**src/rtl/epv_pkg.sv**
```systemverilog
// Purpose: Shared constants and types for the exception prioritisation unit.
// Assumes: 32-bit core, registers reached over Avalon-MM with waitrequest.
// Notes:   Rules follow.
// Contract
// - Reset, master clear: boot select, error level.
// - Soft reset: boot select, soft reset, error level.
// - Single step: debug vector, step bit only.
// - Debug interrupt from pin or break request.
// - NMI: boot select, NMI flag, error level.
// - Unmasked interrupt: priority level, cause zero.
// - Deferred watch: pending bit, exc level, 0x17.
// - Instruction break: debug vector, instr break bit.
// - Fetch watch: general vector, exc level, 0x17.
// - Fetch address error: exc level, cause 0x04.
// - Fetch bus error: exc level, cause 0x06.
// - Coprocessor unusable beats reserved instruction.
// - Execute exceptions: causes 0x08-0x0C, exc level.
// - True trap: general vector, exc level, 0x0D.
// - Data break: debug vector, load/store bit.
// - Data watch: exc level, cause 0x17.
// - Fixed priority picks one winner.
// - Config four bit31 one, 30-24 zero.
// - Scratch present field reads all zero.
// - Config four low half reads zero.
package epv_pkg;
  // Vectors and offsets.
  localparam logic [31:0] BOOT_VECTOR   = 32'hBFC0_0000;
  localparam logic [31:0] DEBUG_VECTOR  = 32'hBFC0_0480;
  localparam logic [31:0] GEN_OFFSET    = 32'h0000_0180;
  localparam logic [31:0] INT_OFFSET    = 32'h0000_0200;
  localparam logic [31:0] XBASE_RESET   = 32'h8000_0000;
  // Cause codes.
  localparam logic [4:0] CAUSE_INT     = 5'h00;
  localparam logic [4:0] CAUSE_FADR    = 5'h04;
  localparam logic [4:0] CAUSE_FBE     = 5'h06;
  localparam logic [4:0] CAUSE_EXEC_LO = 5'h08;
  localparam logic [4:0] CAUSE_RI      = 5'h0A;
  localparam logic [4:0] CAUSE_CPU     = 5'h0B;
  localparam logic [4:0] CAUSE_EXEC_HI = 5'h0C;
  localparam logic [4:0] CAUSE_TRAP    = 5'h0D;
  localparam logic [4:0] CAUSE_WATCH   = 5'h17;
  // Register byte offsets.
  localparam logic [7:0] OFS_STATUS    = 8'h00;
  localparam logic [7:0] OFS_CAUSE     = 8'h04;
  localparam logic [7:0] OFS_EPC       = 8'h08;
  localparam logic [7:0] OFS_XBASE     = 8'h0C;
  localparam logic [7:0] OFS_DBG_STAT  = 8'h10;
  localparam logic [7:0] OFS_DBG_CTRL  = 8'h14;
  localparam logic [7:0] OFS_CFG4      = 8'h18;
  localparam logic [7:0] OFS_INT_MASK  = 8'h1C;
  // Status register field positions.
  localparam int ST_EXC  = 0;
  localparam int ST_ERR  = 1;
  localparam int ST_BOOT = 2;
  localparam int ST_SRST = 3;
  localparam int ST_NMI  = 4;
  localparam int ST_WP   = 5;
  localparam int ST_PRI  = 8;
  // Debug status field positions.
  localparam int DS_SS   = 0;
  localparam int DS_INT  = 1;
  localparam int DS_IB   = 2;
  localparam int DS_DBL  = 3;
  localparam int DS_DBS  = 4;
  // Debug control break request bit.
  localparam int DC_BRK  = 0;
  // Config four read value: bit31 set, everything else zero.
  localparam logic [31:0] CFG4_VALUE    = 32'h8000_0000;
  localparam logic [7:0]  KSCR_PRESENT  = 8'h00;
  localparam int          CFG4_M_BIT    = 31;
  localparam int          CFG4_KSCR_LSB = 16;

  // Exception requests from the pipeline and debug unit.
  typedef struct packed {
    logic       soft_reset;
    logic       debug_step;
    logic       nmi;
    logic       deferred_watch;
    logic       instr_break;
    logic       fetch_watch;
    logic       fetch_addr_err;
    logic       fetch_bus_err;
    logic       cop_unusable;
    logic       reserved_instr;
    logic       exec_exc;
    logic [4:0] exec_code;
    logic       trap_true;
    logic       data_break_load;
    logic       data_break_store;
    logic       data_watch;
  } epv_req_t;

  // Winner of one cycle's arbitration.
  typedef enum logic [4:0] {
    EPV_NONE, EPV_RESET, EPV_SOFT, EPV_STEP, EPV_DIRQ, EPV_NMI, EPV_INT,
    EPV_DWATCH, EPV_IBRK, EPV_FWATCH, EPV_FADR, EPV_FBE, EPV_CPU, EPV_RI,
    EPV_EXEC, EPV_TRAP, EPV_DDB, EPV_DWATCHD
  } epv_kind_t;
endpackage

```
**src/rtl/epv_unit.sv**
```systemverilog
// Purpose: Ranks pending exceptions, picks the vector and updates status.
// Assumes: Request inputs are synchronous levels sampled every cycle.
// Notes:   One exception is taken per cycle; the pipeline drops its request
//          once it sees the redirect pulse.
//
// Chosen here: the Avalon-MM slave port and the register addresses.
`timescale 1ns/1ps
`default_nettype none
module epv_unit
  import epv_pkg::*;
(
  input  wire logic        clk_in,                // Core clock, 125 MHz.
  input  wire logic        rst_n_in,              // Power-on reset, async.
  input  wire logic        master_clear_input_in, // Master clear level.
  input  wire logic        ext_debug_interrupt_in,// Debug interrupt pin.
  input  wire epv_req_t    req_in,                // Exception requests.
  input  wire logic [7:0]  irq_in,                // Interrupt lines.
  input  wire logic [31:0] fault_pc_in,           // PC of faulting instr.
  input  wire logic [7:0]  avs_address_in,        // Byte address.
  input  wire logic        avs_read_in,           // Read strobe.
  input  wire logic        avs_write_in,          // Write strobe.
  input  wire logic [31:0] avs_writedata_in,      // Write data.
  input  wire logic [3:0]  avs_byteenable_in,     // Byte lanes.
  output logic [31:0]      avs_readdata_out,      // Read data.
  output logic             avs_waitrequest_out,   // Stall.
  output logic             redirect_out,          // Take pulse.
  output logic [31:0]      redirect_pc_out,       // New fetch address.
  output logic [4:0]       cause_out,             // Cause of last ordinary take.
  output logic             debug_mode_out         // Debug vector taken.
);

  // Architectural state.
  logic [31:0] status;
  logic [31:0] debug_status;
  logic [31:0] debug_control_reg;
  logic [31:0] exception_base;
  logic [31:0] epc;
  logic [4:0]  cause_code;
  logic [7:0]  int_mask;
  logic        reset_pending;

  // Arbitration results.
  epv_kind_t   next_kind;
  logic [31:0] next_pc;
  logic [4:0]  next_cause;
  logic [2:0]  next_ipl;
  logic [7:0]  irq_live;
  logic        dirq_req;

  // Bus decode.
  logic        bus_req;
  logic        bus_write;
  logic [31:0] next_readdata;

  // Merge write data into a register under byte enables.
  function automatic logic [31:0] merge_be(input logic [31:0] old_val,
                                           input logic [31:0] new_val,
                                           input logic [3:0]  be);
    logic [31:0] res;
    res = old_val;
    for (int i = 0; i < 4; i++) begin
      if (be[i]) begin
        res[i*8 +: 8] = new_val[i*8 +: 8];
      end
    end
    return res;
  endfunction

  // Base plus offset for the base-relative vectors.
  function automatic logic [31:0] base_vec(input logic [31:0] base,
                                           input logic [31:0] ofs);
    return base + ofs;
  endfunction

  // A bus request is taken on its second cycle, when waitrequest is low.
  assign bus_req   = (avs_read_in | avs_write_in) & ~avs_waitrequest_out;
  assign bus_write = avs_write_in & ~avs_waitrequest_out;

  // Interrupts are gated by the mask and blocked while either level is set.
  assign irq_live = irq_in & int_mask
                    & {8{~status[ST_EXC] & ~status[ST_ERR]}};
  // Debug interrupt comes from the pin or the software break request.
  assign dirq_req = ext_debug_interrupt_in
                    | debug_control_reg[DC_BRK];

  // Fixed priority arbitration; the first true line wins.
  always_comb begin
    next_kind  = EPV_NONE;
    next_pc    = BOOT_VECTOR;
    next_cause = cause_code;
    next_ipl   = status[ST_PRI +: 3];
    for (int i = 0; i < 8; i++) begin
      if (irq_live[i]) begin
        next_ipl = 3'(i);
      end
    end
    if (reset_pending || master_clear_input_in) begin
      next_kind = EPV_RESET;
    end else if (req_in.soft_reset) begin
      next_kind = EPV_SOFT;
    end else if (req_in.debug_step) begin
      next_kind = EPV_STEP;
      next_pc   = DEBUG_VECTOR;
    end else if (dirq_req) begin
      next_kind = EPV_DIRQ;
      next_pc   = DEBUG_VECTOR;
    end else if (req_in.nmi) begin
      next_kind = EPV_NMI;
    end else if (|irq_live) begin
      next_kind  = EPV_INT;
      next_pc    = base_vec(exception_base, INT_OFFSET);
      next_cause = CAUSE_INT;
    end else if (req_in.deferred_watch) begin
      next_kind  = EPV_DWATCH;
      next_pc    = base_vec(exception_base, GEN_OFFSET);
      next_cause = CAUSE_WATCH;
    end else if (req_in.instr_break) begin
      next_kind = EPV_IBRK;
      next_pc   = DEBUG_VECTOR;
    end else if (req_in.fetch_watch) begin
      next_kind  = EPV_FWATCH;
      next_pc    = base_vec(exception_base, GEN_OFFSET);
      next_cause = CAUSE_WATCH;
    end else if (req_in.fetch_addr_err) begin
      next_kind  = EPV_FADR;
      next_pc    = base_vec(exception_base, GEN_OFFSET);
      next_cause = CAUSE_FADR;
    end else if (req_in.fetch_bus_err) begin
      next_kind  = EPV_FBE;
      next_pc    = base_vec(exception_base, GEN_OFFSET);
      next_cause = CAUSE_FBE;
    end else if (req_in.cop_unusable) begin
      next_kind  = EPV_CPU;
      next_pc    = base_vec(exception_base, GEN_OFFSET);
      next_cause = CAUSE_CPU;
    end else if (req_in.reserved_instr) begin
      next_kind  = EPV_RI;
      next_pc    = base_vec(exception_base, GEN_OFFSET);
      next_cause = CAUSE_RI;
    end else if (req_in.exec_exc
                 && req_in.exec_code >= CAUSE_EXEC_LO
                 && req_in.exec_code <= CAUSE_EXEC_HI) begin
      // Codes outside the execute range are ignored, not remapped.
      next_kind  = EPV_EXEC;
      next_pc    = base_vec(exception_base, GEN_OFFSET);
      next_cause = req_in.exec_code;
    end else if (req_in.trap_true) begin
      next_kind  = EPV_TRAP;
      next_pc    = base_vec(exception_base, GEN_OFFSET);
      next_cause = CAUSE_TRAP;
    end else if (req_in.data_break_load || req_in.data_break_store) begin
      next_kind = EPV_DDB;
      next_pc   = DEBUG_VECTOR;
    end else if (req_in.data_watch) begin
      next_kind  = EPV_DWATCHD;
      next_pc    = base_vec(exception_base, GEN_OFFSET);
      next_cause = CAUSE_WATCH;
    end
  end

  // Reset is taken as an exception on the first edge after release.
  always_ff @(posedge clk_in or negedge rst_n_in) begin
    if (!rst_n_in) begin
      reset_pending <= 1'b1;
    end else begin
      reset_pending <= 1'b0;
    end
  end

  // Redirect outputs: one-cycle pulse with the vector and debug flag.
  always_ff @(posedge clk_in or negedge rst_n_in) begin
    if (!rst_n_in) begin
      redirect_out    <= 1'b0;
      redirect_pc_out <= BOOT_VECTOR;
      debug_mode_out  <= 1'b0;
    end else begin
      redirect_out <= (next_kind != EPV_NONE);
      if (next_kind != EPV_NONE) begin
        redirect_pc_out <= next_pc;
        debug_mode_out  <= (next_pc == DEBUG_VECTOR);
      end
    end
  end

  // Cause and fault PC are captured at the very edge of the take.
  always_ff @(posedge clk_in or negedge rst_n_in) begin
    if (!rst_n_in) begin
      cause_code <= 5'h00;
      epc        <= 32'h0000_0000;
    end else begin
      if (bus_write && avs_address_in == OFS_EPC) begin
        epc <= merge_be(epc, avs_writedata_in, avs_byteenable_in);
      end
      // Ordinary exceptions override a same-cycle software write.
      if (next_kind >= EPV_INT && next_kind != EPV_IBRK
          && next_kind != EPV_DDB) begin
        cause_code <= next_cause;
        epc        <= fault_pc_in;
      end
    end
  end

  // Status: software writes, hardware sets win in the same cycle.
  always_ff @(posedge clk_in or negedge rst_n_in) begin
    if (!rst_n_in) begin
      status <= 32'h0000_0000;
      status[ST_BOOT] <= 1'b1;
      status[ST_ERR]  <= 1'b1;
    end else begin
      if (bus_write && avs_address_in == OFS_STATUS) begin
        status <= merge_be(status, avs_writedata_in, avs_byteenable_in)
                  & 32'h0000_073F;
      end
      case (next_kind)
        EPV_RESET: begin
          status[ST_BOOT] <= 1'b1;
          status[ST_ERR]  <= 1'b1;
          status[ST_SRST] <= 1'b0;
          status[ST_NMI]  <= 1'b0;
        end
        EPV_SOFT: begin
          status[ST_BOOT] <= 1'b1;
          status[ST_SRST] <= 1'b1;
          status[ST_ERR]  <= 1'b1;
        end
        EPV_NMI: begin
          status[ST_BOOT] <= 1'b1;
          status[ST_NMI]  <= 1'b1;
          status[ST_ERR]  <= 1'b1;
        end
        EPV_INT: begin
          status[ST_PRI +: 3] <= next_ipl;
          status[ST_EXC]      <= 1'b1;
        end
        EPV_DWATCH: begin
          status[ST_WP]  <= 1'b1;
          status[ST_EXC] <= 1'b1;
        end
        EPV_FWATCH, EPV_FADR, EPV_FBE, EPV_CPU, EPV_RI, EPV_EXEC,
        EPV_TRAP, EPV_DWATCHD: begin
          status[ST_EXC] <= 1'b1;
        end
        default: begin
          // Debug entries leave the ordinary status untouched.
        end
      endcase
    end
  end

  // Debug status bits are sticky until software writes them clear; a data break rewrites both the load and store bits.
  always_ff @(posedge clk_in or negedge rst_n_in) begin
    if (!rst_n_in) begin
      debug_status <= 32'h0000_0000;
    end else begin
      if (bus_write && avs_address_in == OFS_DBG_STAT) begin
        debug_status <= merge_be(debug_status, avs_writedata_in,
                                 avs_byteenable_in) & 32'h0000_001F;
      end
      case (next_kind)
        EPV_STEP: debug_status[DS_SS]  <= 1'b1;
        EPV_DIRQ: debug_status[DS_INT] <= 1'b1;
        EPV_IBRK: debug_status[DS_IB]  <= 1'b1;
        EPV_DDB: begin
          debug_status[DS_DBL] <= req_in.data_break_load;
          debug_status[DS_DBS] <= ~req_in.data_break_load;
        end
        default: begin
        end
      endcase
    end
  end

  // Break request is consumed by the debug interrupt; a write wins.
  always_ff @(posedge clk_in or negedge rst_n_in) begin
    if (!rst_n_in) begin
      debug_control_reg <= 32'h0000_0000;
    end else begin
      if (next_kind == EPV_DIRQ) begin
        debug_control_reg[DC_BRK] <= 1'b0;
      end
      if (bus_write && avs_address_in == OFS_DBG_CTRL) begin
        debug_control_reg <= merge_be(debug_control_reg, avs_writedata_in,
                                      avs_byteenable_in) & 32'h0000_0001;
      end
    end
  end

  // Base and mask registers steer the vector and the interrupt gate.
  always_ff @(posedge clk_in or negedge rst_n_in) begin
    if (!rst_n_in) begin
      exception_base <= XBASE_RESET;
      int_mask       <= 8'h00;
    end else if (bus_write) begin
      if (avs_address_in == OFS_XBASE) begin
        // Low bits stay zero so the vector is always aligned.
        exception_base <= merge_be(exception_base, avs_writedata_in,
                                   avs_byteenable_in) & 32'hFFFF_F000;
      end
      if (avs_address_in == OFS_INT_MASK && avs_byteenable_in[0]) begin
        int_mask <= avs_writedata_in[7:0];
      end
    end
  end

  // Read mux; unmapped addresses return zero.
  always_comb begin
    case (avs_address_in)
      OFS_STATUS:   next_readdata = status;
      OFS_CAUSE:    next_readdata = {27'h0, cause_code};
      OFS_EPC:      next_readdata = epc;
      OFS_XBASE:    next_readdata = exception_base;
      OFS_DBG_STAT: next_readdata = debug_status;
      OFS_DBG_CTRL: next_readdata = debug_control_reg;
      // Writes here are dropped; the value is fixed.
      OFS_CFG4:     next_readdata = CFG4_VALUE;
      OFS_INT_MASK: next_readdata = {24'h000000, int_mask};
      default:      next_readdata = 32'h0000_0000;
    endcase
  end

  // One wait state per access so read data comes from a flop.
  always_ff @(posedge clk_in or negedge rst_n_in) begin
    if (!rst_n_in) begin
      avs_waitrequest_out <= 1'b1;
      avs_readdata_out    <= 32'h0000_0000;
    end else begin
      if (bus_req) begin
        avs_waitrequest_out <= 1'b1;
      end else if (avs_read_in || avs_write_in) begin
        avs_waitrequest_out <= 1'b0;
        avs_readdata_out    <= next_readdata;
      end
    end
  end

  // Cause output mirrors the cause register.
  always_ff @(posedge clk_in or negedge rst_n_in) begin
    if (!rst_n_in) begin
      cause_out <= 5'h00;
    end else begin
      cause_out <= cause_code;
    end
  end

endmodule
`default_nettype wire

```
**config.mk**
```make
export PLATFORM = sky130hd
export DESIGN_NAME = epv_unit
export DESIGN_NICKNAME = d
export VERILOG_FILES = /design/src/rtl/epv_pkg.sv /design/src/rtl/epv_unit.sv
export SDC_FILE = /design/constraint.sdc
export NUM_CORES = 1
export LEC_CHECK = 0
export BUFFER_PORTS_ARGS = -buffer_cell sky130_fd_sc_hd__buf_4
export CORE_MARGIN = 2
export CORE_UTILIZATION = 45
export DETAILED_ROUTE_END_ITERATION = 7
export PLACE_DENSITY = 0.7
export SYNTH_ARGS = -nofsm -noshare
export SYNTH_HDL_FRONTEND = slang
export SYNTH_SLANG_ARGS = --single-unit
```
**constraint.sdc**
```tcl
create_clock -name clk_in -period 2.8 [get_ports clk_in]
set_input_delay 0.28 -clock clk_in [delete_from_list [all_inputs] [get_ports clk_in]]
set_output_delay 0.28 -clock clk_in [all_outputs]
set_load 0.03 [all_outputs]
```
==> results of run 1 <==
-- layout make-up --
cell class | count | area (µm²)
fillers | 1232 | 6000
repair buffers | 196 | 1490
clock buffers | 23 | 478
flip-flops and latches | 145 | 3650
clock inverters | 9 | 155
inverters | 31 | 116
multi-input cells | 365 | 3110
well taps | 211 | 264
-- layer usage --
metal,track usage [%],part of all wire [%],up-vias
li1,-,-,2507
met1,30.5,41,2790
met2,38.4,50,255
met3,6.94,8.0,20
met4,7.54,1.2,0
met5,0,0,-
-- logic make-up after synthesis --
kind of cell / synth area share, %
DFF: 51.8
AOI/OAI and AO/OA: 14.6
muxes: 18.9
and+or+nand+nor: 9.78
buffers and inverters: 4.68
xor gates and xnor gates: 0.124
other: 0.0533
-- cell usage after synthesis, drive strengths merged, types with 4 or more instances --
master	count	area (µm²)
or3	6	37.5
nand2	20	75.1
a21oi	12	60.1
buf	25	171
clkbuf	11	41.3
a22o	18	158
nand3	11	90.1
dfrtp	131	3280
o21ai	17	92.6
a22oi	7	52.6
mux2i	13	130
dfstp	14	368
a211oi	4	30.0
nand2b	4	25.0
a21o	6	45.0
a222oi	29	290
o22a	9	78.8
nor4	10	103
inv	31	116
mux2	104	1200
nor2	23	88.8
nor3	9	50.1
a31oi	6	43.8
and3	7	43.8
nor2b	5	31.3
-- power by group --
part,internal (µW),switching [µW]
Clock,1560,852
Sequential,2270,111
Combinational,381,426
-- worst paths after layout --
| path | from | end | slack, ns | cells after the start |
|---|---|---|---|---|
| setup / recovery | int_mask[4] | epc[2] | 0.25 | 7 |
| hold / removal | fault_pc_in[24] | epc[24] | 0.07 | 2 |
| setup reg to reg | int_mask[4] | epc[2] | 0.25 | 7 |
| hold reg to reg | cause_code[2] | cause_out[2] | 0.41 | 0 |
| max in group asynchronous | rst_n_in | status[2] | 1.50 | 3 |
| min in group asynchronous | rst_n_in | redirect_pc_out[9] | 0.47 | 2 |
-- critical path, cell delays in order (launching register included) --
cell and delay (ns):
dfrtp_1 0.41, a22o_1 0.28, o21ai_2 0.27, and3_1 0.38, nand3_1 0.19, o21ai_4 0.22
buf_4 0.30, mux2_2 0.37
-- metrics by stage --
stage	hold slack, ns	utilization, %	power [µW]	std cells
detailed placement	0.357	56.5	3220	947
global placement	0.347	56.5	3190	947
floorplan	-0.0156	-	2840	577
CTS	0.0588	60.7	5650	980
global route	0.0685	60.7	5810	980
finish	0.0745	60.7	5600	980
-- what timing repair did --
| item | 4_1_cts | 5_1_grt |
|---|---|---|
| hold buffers | 1 | 0 |
| hold endpoints to repair | 64 | 0 |
| gates resized for setup | 0 | 0 |
==> results.yml, run 1 <==
status:
  run_status: "finished, violations left"
  violations: "design-rule violations"
routing:
  vias_per_cell: 5.69
  routedWlPerCell_um: 19.5
  vias: 5572
  ant_nets: 0
  drc: 4
  firstDrtPassIters: 8
  drt_iter0_markers: 526
  routed_wl_um: 19100
timing:
  maxSlewHeadroom_pct: 53.7
  fin_ws_ns: 0.250
  finClkSkew_ns: 0.00977
  setup_violations: 0
  fmaxAchievable_mhz: 392
  slew_viol_final: 0
  min_period_ns: 2.55
  min_period_over_period_pct: 91.1
  rsz0062_at_grt: "no"
  tightest_slew_ns: 0.695
  setup_tns_ns: 0
  hold_violations: 0
yosys:
  ys_seq_elements: 145
  synth_top_flop_cell: "dfrtp_1"
  synth_edf_count: 0
  ys_warn_count: 0
  yosysSeqAreaShare_pct: 51.8
  async_reset_ff_share_pct: 100
  synth_area_mm2: 0.00704
  syn_inst: 569
  syn_area_per_cell_um2: 12.4
  yosysUniqueCellTypes: 64
die:
  die-area_mm2: 0.0167
  die_h_um: 129
  start_util_pct: 46.1
  pin_count: 182
  die_x_um: 129
  row_count: 45
  core_area_mm2: 0.0153
grt:
  grt_usage_pct: 23.6
  grt_pass1_vias: 5662
  grt_max_degree: 74
  grt_pass1_wl_um: 30000
  overflow: 0
  antenna_found_initial: 0
worst_hold_path:
  hold_path_class: "primary input to register"
worst_setup_path:
  worstPathArrival_ns: 2.85
  critPathKind: "register to register"
  path_max_fanout: 16
  required_ns: 3.10
  startpoint_type: "register"
  cp-end-kind: "register"
layout:
  drive_gt1_share_pct: 46.7
  antenna_cells: 0
  syn_to_final_growth_pct: 31.6
  layout.nets: 866
  final_common_cell: "buf_4"
  reg.largest.list: "avs_readdata_out: 32 flops, epc: 32 flops, redirect_pc_out: 24 flops"
  fin_area_mm2: 0.00926
  layout_common_cells: "193 x buf_4, 131 x dfrtp_1, 89 x mux2_2, 31 x inv_1, 29 x a222oi_1"
placed_design:
  io_buffer_count: 173
  place_area_mm2: 0.00862
  gp_congestion: 0.960
  dp_slack_ns: 0.136
  dpl.hpwl_um: 14100
clock_network:
  clk_latency_ns: 0.42
  htree_levels: 4
  root_buffer: "clkbuf_16"
  post_cts_buffers: 0
  cts_made_buffers: 17
  cts_tree: "done"
  cts_sinks: 145
  cts_buffer_depth: 2
  path_clk_slew_ns: 0.06
job:
  cap_violations: 0
power:
  ir_worst_vdd_uv: 378
  powerDensity_mw_per_mm2: 605
  leakagePower_uw: 0.00459
No activity file was read; power rests on OpenSTA's default activity.
==> run 2, diff against run 1 <==
--- a/config.mk
+++ b/config.mk
@@ -7,9 +7,8 @@
 export LEC_CHECK = 0
 export BUFFER_PORTS_ARGS = -buffer_cell sky130_fd_sc_hd__buf_4
 export CORE_MARGIN = 2
-export CORE_UTILIZATION = 45
+export CORE_UTILIZATION = 37
 export DETAILED_ROUTE_END_ITERATION = 7
-export PLACE_DENSITY = 0.7
 export SYNTH_ARGS = -nofsm -noshare
 export SYNTH_HDL_FRONTEND = slang
 export SYNTH_SLANG_ARGS = --single-unit
==> constraint.sdc (replaced) <==
create_clock -name clk_in -period 2.8 [get_ports clk_in]
set_input_delay 0 -clock clk_in [delete_from_list [all_inputs] [get_ports clk_in]]
set_output_delay 0 -clock clk_in [all_outputs]
set_load 0.03 [all_outputs]
==> results.yml, run 2 (synthesis gave the netlist of run 1 again) <==
timing:
  maxSlewHeadroom_pct: 50.5
  slew_viol_final: 0
  tightest_slew_ns: 0.742
  fin_ws_ns: 0.187
  min_period_over_period_pct: 93.3
  rsz0062_at_grt: "no"
  finClkSkew_ns: 0.00908
  min_period_ns: 2.61
  setup_tns_ns: 0
  hold_violations: 0
  setup_violations: 0
  holdWs_ns: 0.0299
  fmaxAchievable_mhz: 383
placed_design:
  io_buffer_count: 173
  dp_slack_ns: 0.186
  gp_congestion: 0.855
  placed_cells_incl_taps: 966
  dpl.hpwl_um: 14900
layout:
  layout.nets: 935
  final_cell_count_no_fill: 1072
  post-route-util_pct: 53.3
  layout_common_cells: "189 x buf_4, 131 x dfrtp_1, 89 x mux2_2, 74 x dlygate4sd3_1, 31 x inv_1"
  drive_gt1_share_pct: 42.8
  final_common_cell: "buf_4"
  antenna_cells: 0
  syn_to_final_growth_pct: 41.7
  reg.largest.list: "avs_readdata_out: 32 flops, epc: 32 flops, redirect_pc_out: 24 flops"
die:
  start_util_pct: 37.6
  pin_count: 182
  die_x_um: 142
  die_h_um: 142
  core_area_mm2: 0.0187
  die-area_mm2: 0.0201
  row_count: 50
grt:
  overflow: 0
  antenna_found_initial: 0
  grt_pass1_vias: 5871
  grt_max_degree: 78
  grt_usage_pct: 21.0
  grt_pass1_wl_um: 32600
status:
  run_status: "finished, violations left"
  violations: "design-rule violations"
worst_setup_path:
  startpoint_type: "register"
  cp-end-kind: "register"
  worstPathArrival_ns: 2.92
  crit_path_cell_trace: "or2_1 > or3_1 > nor2_2 > nand3_1 > o21ai_4 > buf_4 > mux2_2"
  path_max_fanout: 13
  cp_top_family: "simple AND/OR/NAND/NOR gates"
  r2r-end: "epc[7]"
  ff2ff_setup_slack_ns: 0.19
  critPathKind: "register to register"
  critPathBufInv: 1
  slowest_stage: "or3_1"
  startpoint: "reset_pending"
  r2r-start: "reset_pending"
  required_ns: 3.11
  r2r_cells: 7
  cpPeakStageDelay_ns: 0.50
routing:
  firstDrtPassIters: 8
  met1_length_um: 9200
  drc: 2
  maxUsedRoutingLayer: "met4"
  route.met2.wl_um: 10000
  vias_per_cell: 5.45
  ant_nets: 0
  drt_iter0_markers: 458
  vias: 5844
  routedWlPerCell_um: 19.5
  routed_wl_um: 20900
  wl_met3_um: 1330
clock_network:
  post_cts_buffers: 0
  clk_latency_ns: 0.43
  root_buffer: "clkbuf_16"
  path_clk_slew_ns: 0.06
  cts_buffer_depth: 2
  cts_sinks: 145
  cts_made_buffers: 17
  cts_tree: "done"
  htree_levels: 4
power:
  ir_worst_vdd_uv: 473
  powerDensity_mw_per_mm2: 565
  leakagePower_uw: 0.00485
job:
  cap_violations: 0
worst_hold_path:
  worstHoldEndpoint: "avs_readdata_out[31]"
  hold_depth: 4
  hold_path_class: "primary input to register"
  worstHoldStart: "avs_address_in[0]"
## run 2: final cells by class
class                   instances  area [µm²]
clock inverters                15         183
clock buffers                  17         425
fillers                      1608        8740
repair buffers                265        2190
multi-input cells             365        3120
flip-flops and latches        145        3650
well taps                     234         293
inverters                      31         116
## run 2: worst min-delay path: cells and delay by family
kind | cells | cell delay, ns
AO/OA/AOI/OAI | 2 | 0.26
buffers and inverters | 1 | 0.08
AND/OR/NAND/NOR | 1 | 0.06
## run 2: timing repair
item,in CTS,in global routing
endpoints found under the hold margin,149,0
resized for setup,0,1
hold buffers,74,0
setup endpoints to repair,0,20
## run 2: worst max-delay path by stage
| stage | depth (start not counted) | end |
|---|---|---|
| finish | 7 | epc[7] |
| detailed placement | 6 | epc[27] |
| floorplan | 9 | epc[15] |
| global route | 8 | epc[5] |
| global placement | 7 | epc[11] |
| CTS | 8 | epc[7] |
## run 2: stage by stage
stage          power, µW  area (µm²)
2_1_floorplan       2840        7070
3_3_place_gp        3200        8620
3_5_place_dp        3230        8620
4_1_cts             5680        9960
5_1_grt             5850        9970
6_report            5640        9970
## run 2: routing by layer
metal | GRT usage, % | vias up
met5 | 0 | -
met4 | 7.11 | 0
met3 | 4.05 | 27
met2 | 34.3 | 239
met1 | 28.2 | 2929
li1 | - | 2649
## run 2: power by group
| group | total [µW] | internal, µW | switching, µW |
|---|---|---|---|
| clock network | 2360 | 1410 | 949 |
| logic | 897 | 446 | 451 |
| registers | 2380 | 2270 | 110 |
| total | 5640 | 4130 | 1510 |
==> run 3, diff against run 2 <==
--- a/config.mk
+++ b/config.mk
@@ -8,6 +8,7 @@
 export BUFFER_PORTS_ARGS = -buffer_cell sky130_fd_sc_hd__buf_4
 export CORE_MARGIN = 2
 export CORE_UTILIZATION = 37
+export CTS_CLUSTER_SIZE = 30
 export DETAILED_ROUTE_END_ITERATION = 7
 export SYNTH_ARGS = -nofsm -noshare
 export SYNTH_HDL_FRONTEND = slang
==> constraint.sdc (replaced) <==
create_clock -name clk_in -period 2.6 [get_ports clk_in]
set_input_delay 0 -clock clk_in [delete_from_list [all_inputs] [get_ports clk_in]]
set_output_delay 0 -clock clk_in [all_outputs]
set_load 0.03 [all_outputs]
==> results.yml, run 3 (synthesis gave the netlist of run 1 again) <==
power:
  ir_worst_vdd_uv: 474
  powerDensity_mw_per_mm2: 594
  leakagePower_uw: 0.00489
placed_design:
  dp_slack_ns: 0.131
  placed_cells_incl_taps: 972
  io_buffer_count: 173
  gp_congestion: 0.896
  dpl.hpwl_um: 14700
clock_network:
  clk_latency_ns: 0.42
  cts_sinks: 145
  cts_buffer_depth: 2
  path_clk_slew_ns: 0.06
  root_buffer: "clkbuf_16"
  post_cts_buffers: 0
  htree_levels: 4
  cts_made_buffers: 17
  cts_tree: "done"
worst_setup_path:
  cp_top_family: "compound AO/OA/AOI/OAI gates"
  critPathKind: "register to register"
  cp-end-kind: "register"
  worstPathArrival_ns: 2.79
  startpoint_type: "register"
  slowest_stage: "dfrtp_1"
  critPathBufInv: 1
  required_ns: 2.90
  cpPeakStageDelay_ns: 0.41
  crit_path_cell_trace: "a22o_1 > o21ai_2 > and3_1 > nand3_1 > o21ai_4 > buf_4 > mux2_2"
  path_max_fanout: 13
timing:
  setup_tns_ns: 0
  hold_violations: 0
  fmaxAchievable_mhz: 401
  tightest_slew_ns: 0.697
  min_period_ns: 2.49
  finClkSkew_ns: 0.0110
  rsz0062_at_grt: "no"
  maxSlewHeadroom_pct: 53.3
  fin_ws_ns: 0.109
  slew_viol_final: 0
  setup_violations: 0
  min_period_over_period_pct: 95.8
status:
  violations: "design-rule violations"
  run_status: "finished, violations left"
routing:
  vias: 5785
  drt_iter0_markers: 358
  ant_nets: 0
  routedWlPerCell_um: 19.2
  firstDrtPassIters: 8
  vias_per_cell: 5.37
  drc: 4
  routed_wl_um: 20600
layout:
  reg.largest.list: "avs_readdata_out: 32 flops, epc: 32 flops, redirect_pc_out: 24 flops"
  final_cell_count_no_fill: 1078
  layout_common_cells: "194 x buf_4, 131 x dfrtp_1, 89 x mux2_2, 74 x dlygate4sd3_1, 30 x inv_1"
  fillerInstances: 1601
  antenna_cells: 0
  drive_gt1_share_pct: 43.1
  layout.nets: 941
  syn_to_final_growth_pct: 42.0
  final_common_cell: "buf_4"
grt:
  grt_max_degree: 63
  overflow: 0
  grt_pass1_wl_um: 32400
  grt_pass1_vias: 6100
  antenna_found_initial: 0
  grt_usage_pct: 21.0
die:
  die_h_um: 142
  die_x_um: 142
  core_area_mm2: 0.0187
  row_count: 50
  start_util_pct: 37.6
  pin_count: 182
  die-area_mm2: 0.0201
job:
  cap_violations: 0
worst_hold_path:
  hold_path_class: "primary input to register"
run 3: cell count changes in the layout (fill, tap and decap cells not counted), moves of 2 or more:
cell and delta:
buf_4 +5, inv_6 -2, clkinv_2 +3, clkinvlp_4 -3
run 3: layer usage:
| layer | share of wire [%] | GRT usage (%) | vias to the layer above |
|---|---|---|---|
| met3 | 6.7 | 5.80 | 26 |
| met5 | 0 | 0 | - |
| li1 | - | - | 2659 |
| met2 | 49 | 35.8 | 233 |
| met1 | 43 | 26.4 | 2867 |
| met4 | 1.2 | 5.53 | 0 |
run 3: final cells by class:
class                      count  area [µm²]  area share, %
timing repair buffer         271        2250           22.5
clock inverter                13         136           1.36
clock buffer                  19         443           4.43
tap                          234         293           2.93
inverter                      31         116           1.16
sequential                   145        3650           36.5
multi-input combinational    365        3110           31.1
run 3: repair_timing:
item,4_1_cts,5_1_grt
setup endpoints to repair,0,10
resized for setup,0,1
hold buffers,74,0
hold endpoints to repair,131,0
run 3: where the power goes:
group	total [µW]	internal, µW	switching (µW)
Clock	2410	1440	971
Sequential	2560	2440	117
Combinational	964	483	481
Total	5940	4370	1570
run 3: worst reg2reg max path, cell delays in order, from the launching register on:
cell and delay [ns]:
dfrtp_1 0.41, a22o_1 0.27, o21ai_2 0.27, and3_1 0.37
nand3_1 0.19, o21ai_4 0.21, buf_4 0.29, mux2_2 0.37
run 3: worst paths after layout:
check,startpoint,endpoint,slack [ns],cells after the start
max in group asynchronous,rst_n_in,status[1],1.62,3
hold / removal,master_clear_input_in,status[4],0.01,4
hold reg to reg,cause_code[3],cause_out[3],0.43,0
min in group asynchronous,rst_n_in,cause_code[2],0.09,2
setup / recovery,int_mask[4],epc[6],0.11,7
setup reg to reg,int_mask[4],epc[6],0.11,7
run 3: per-stage QoR:
stage	hold WS (ns)	utilization, %	cell area, µm²	total power (µW)
4_1_cts	0.00418	53.4	9990	6000
6_report	0.0118	53.4	9990	5940
2_1_floorplan	-0.296	-	7070	3060
3_5_place_dp	0.00486	46.4	8670	3480
3_3_place_gp	-0.00508	46.4	8670	3450
5_1_grt	0.0276	53.4	9990	6190
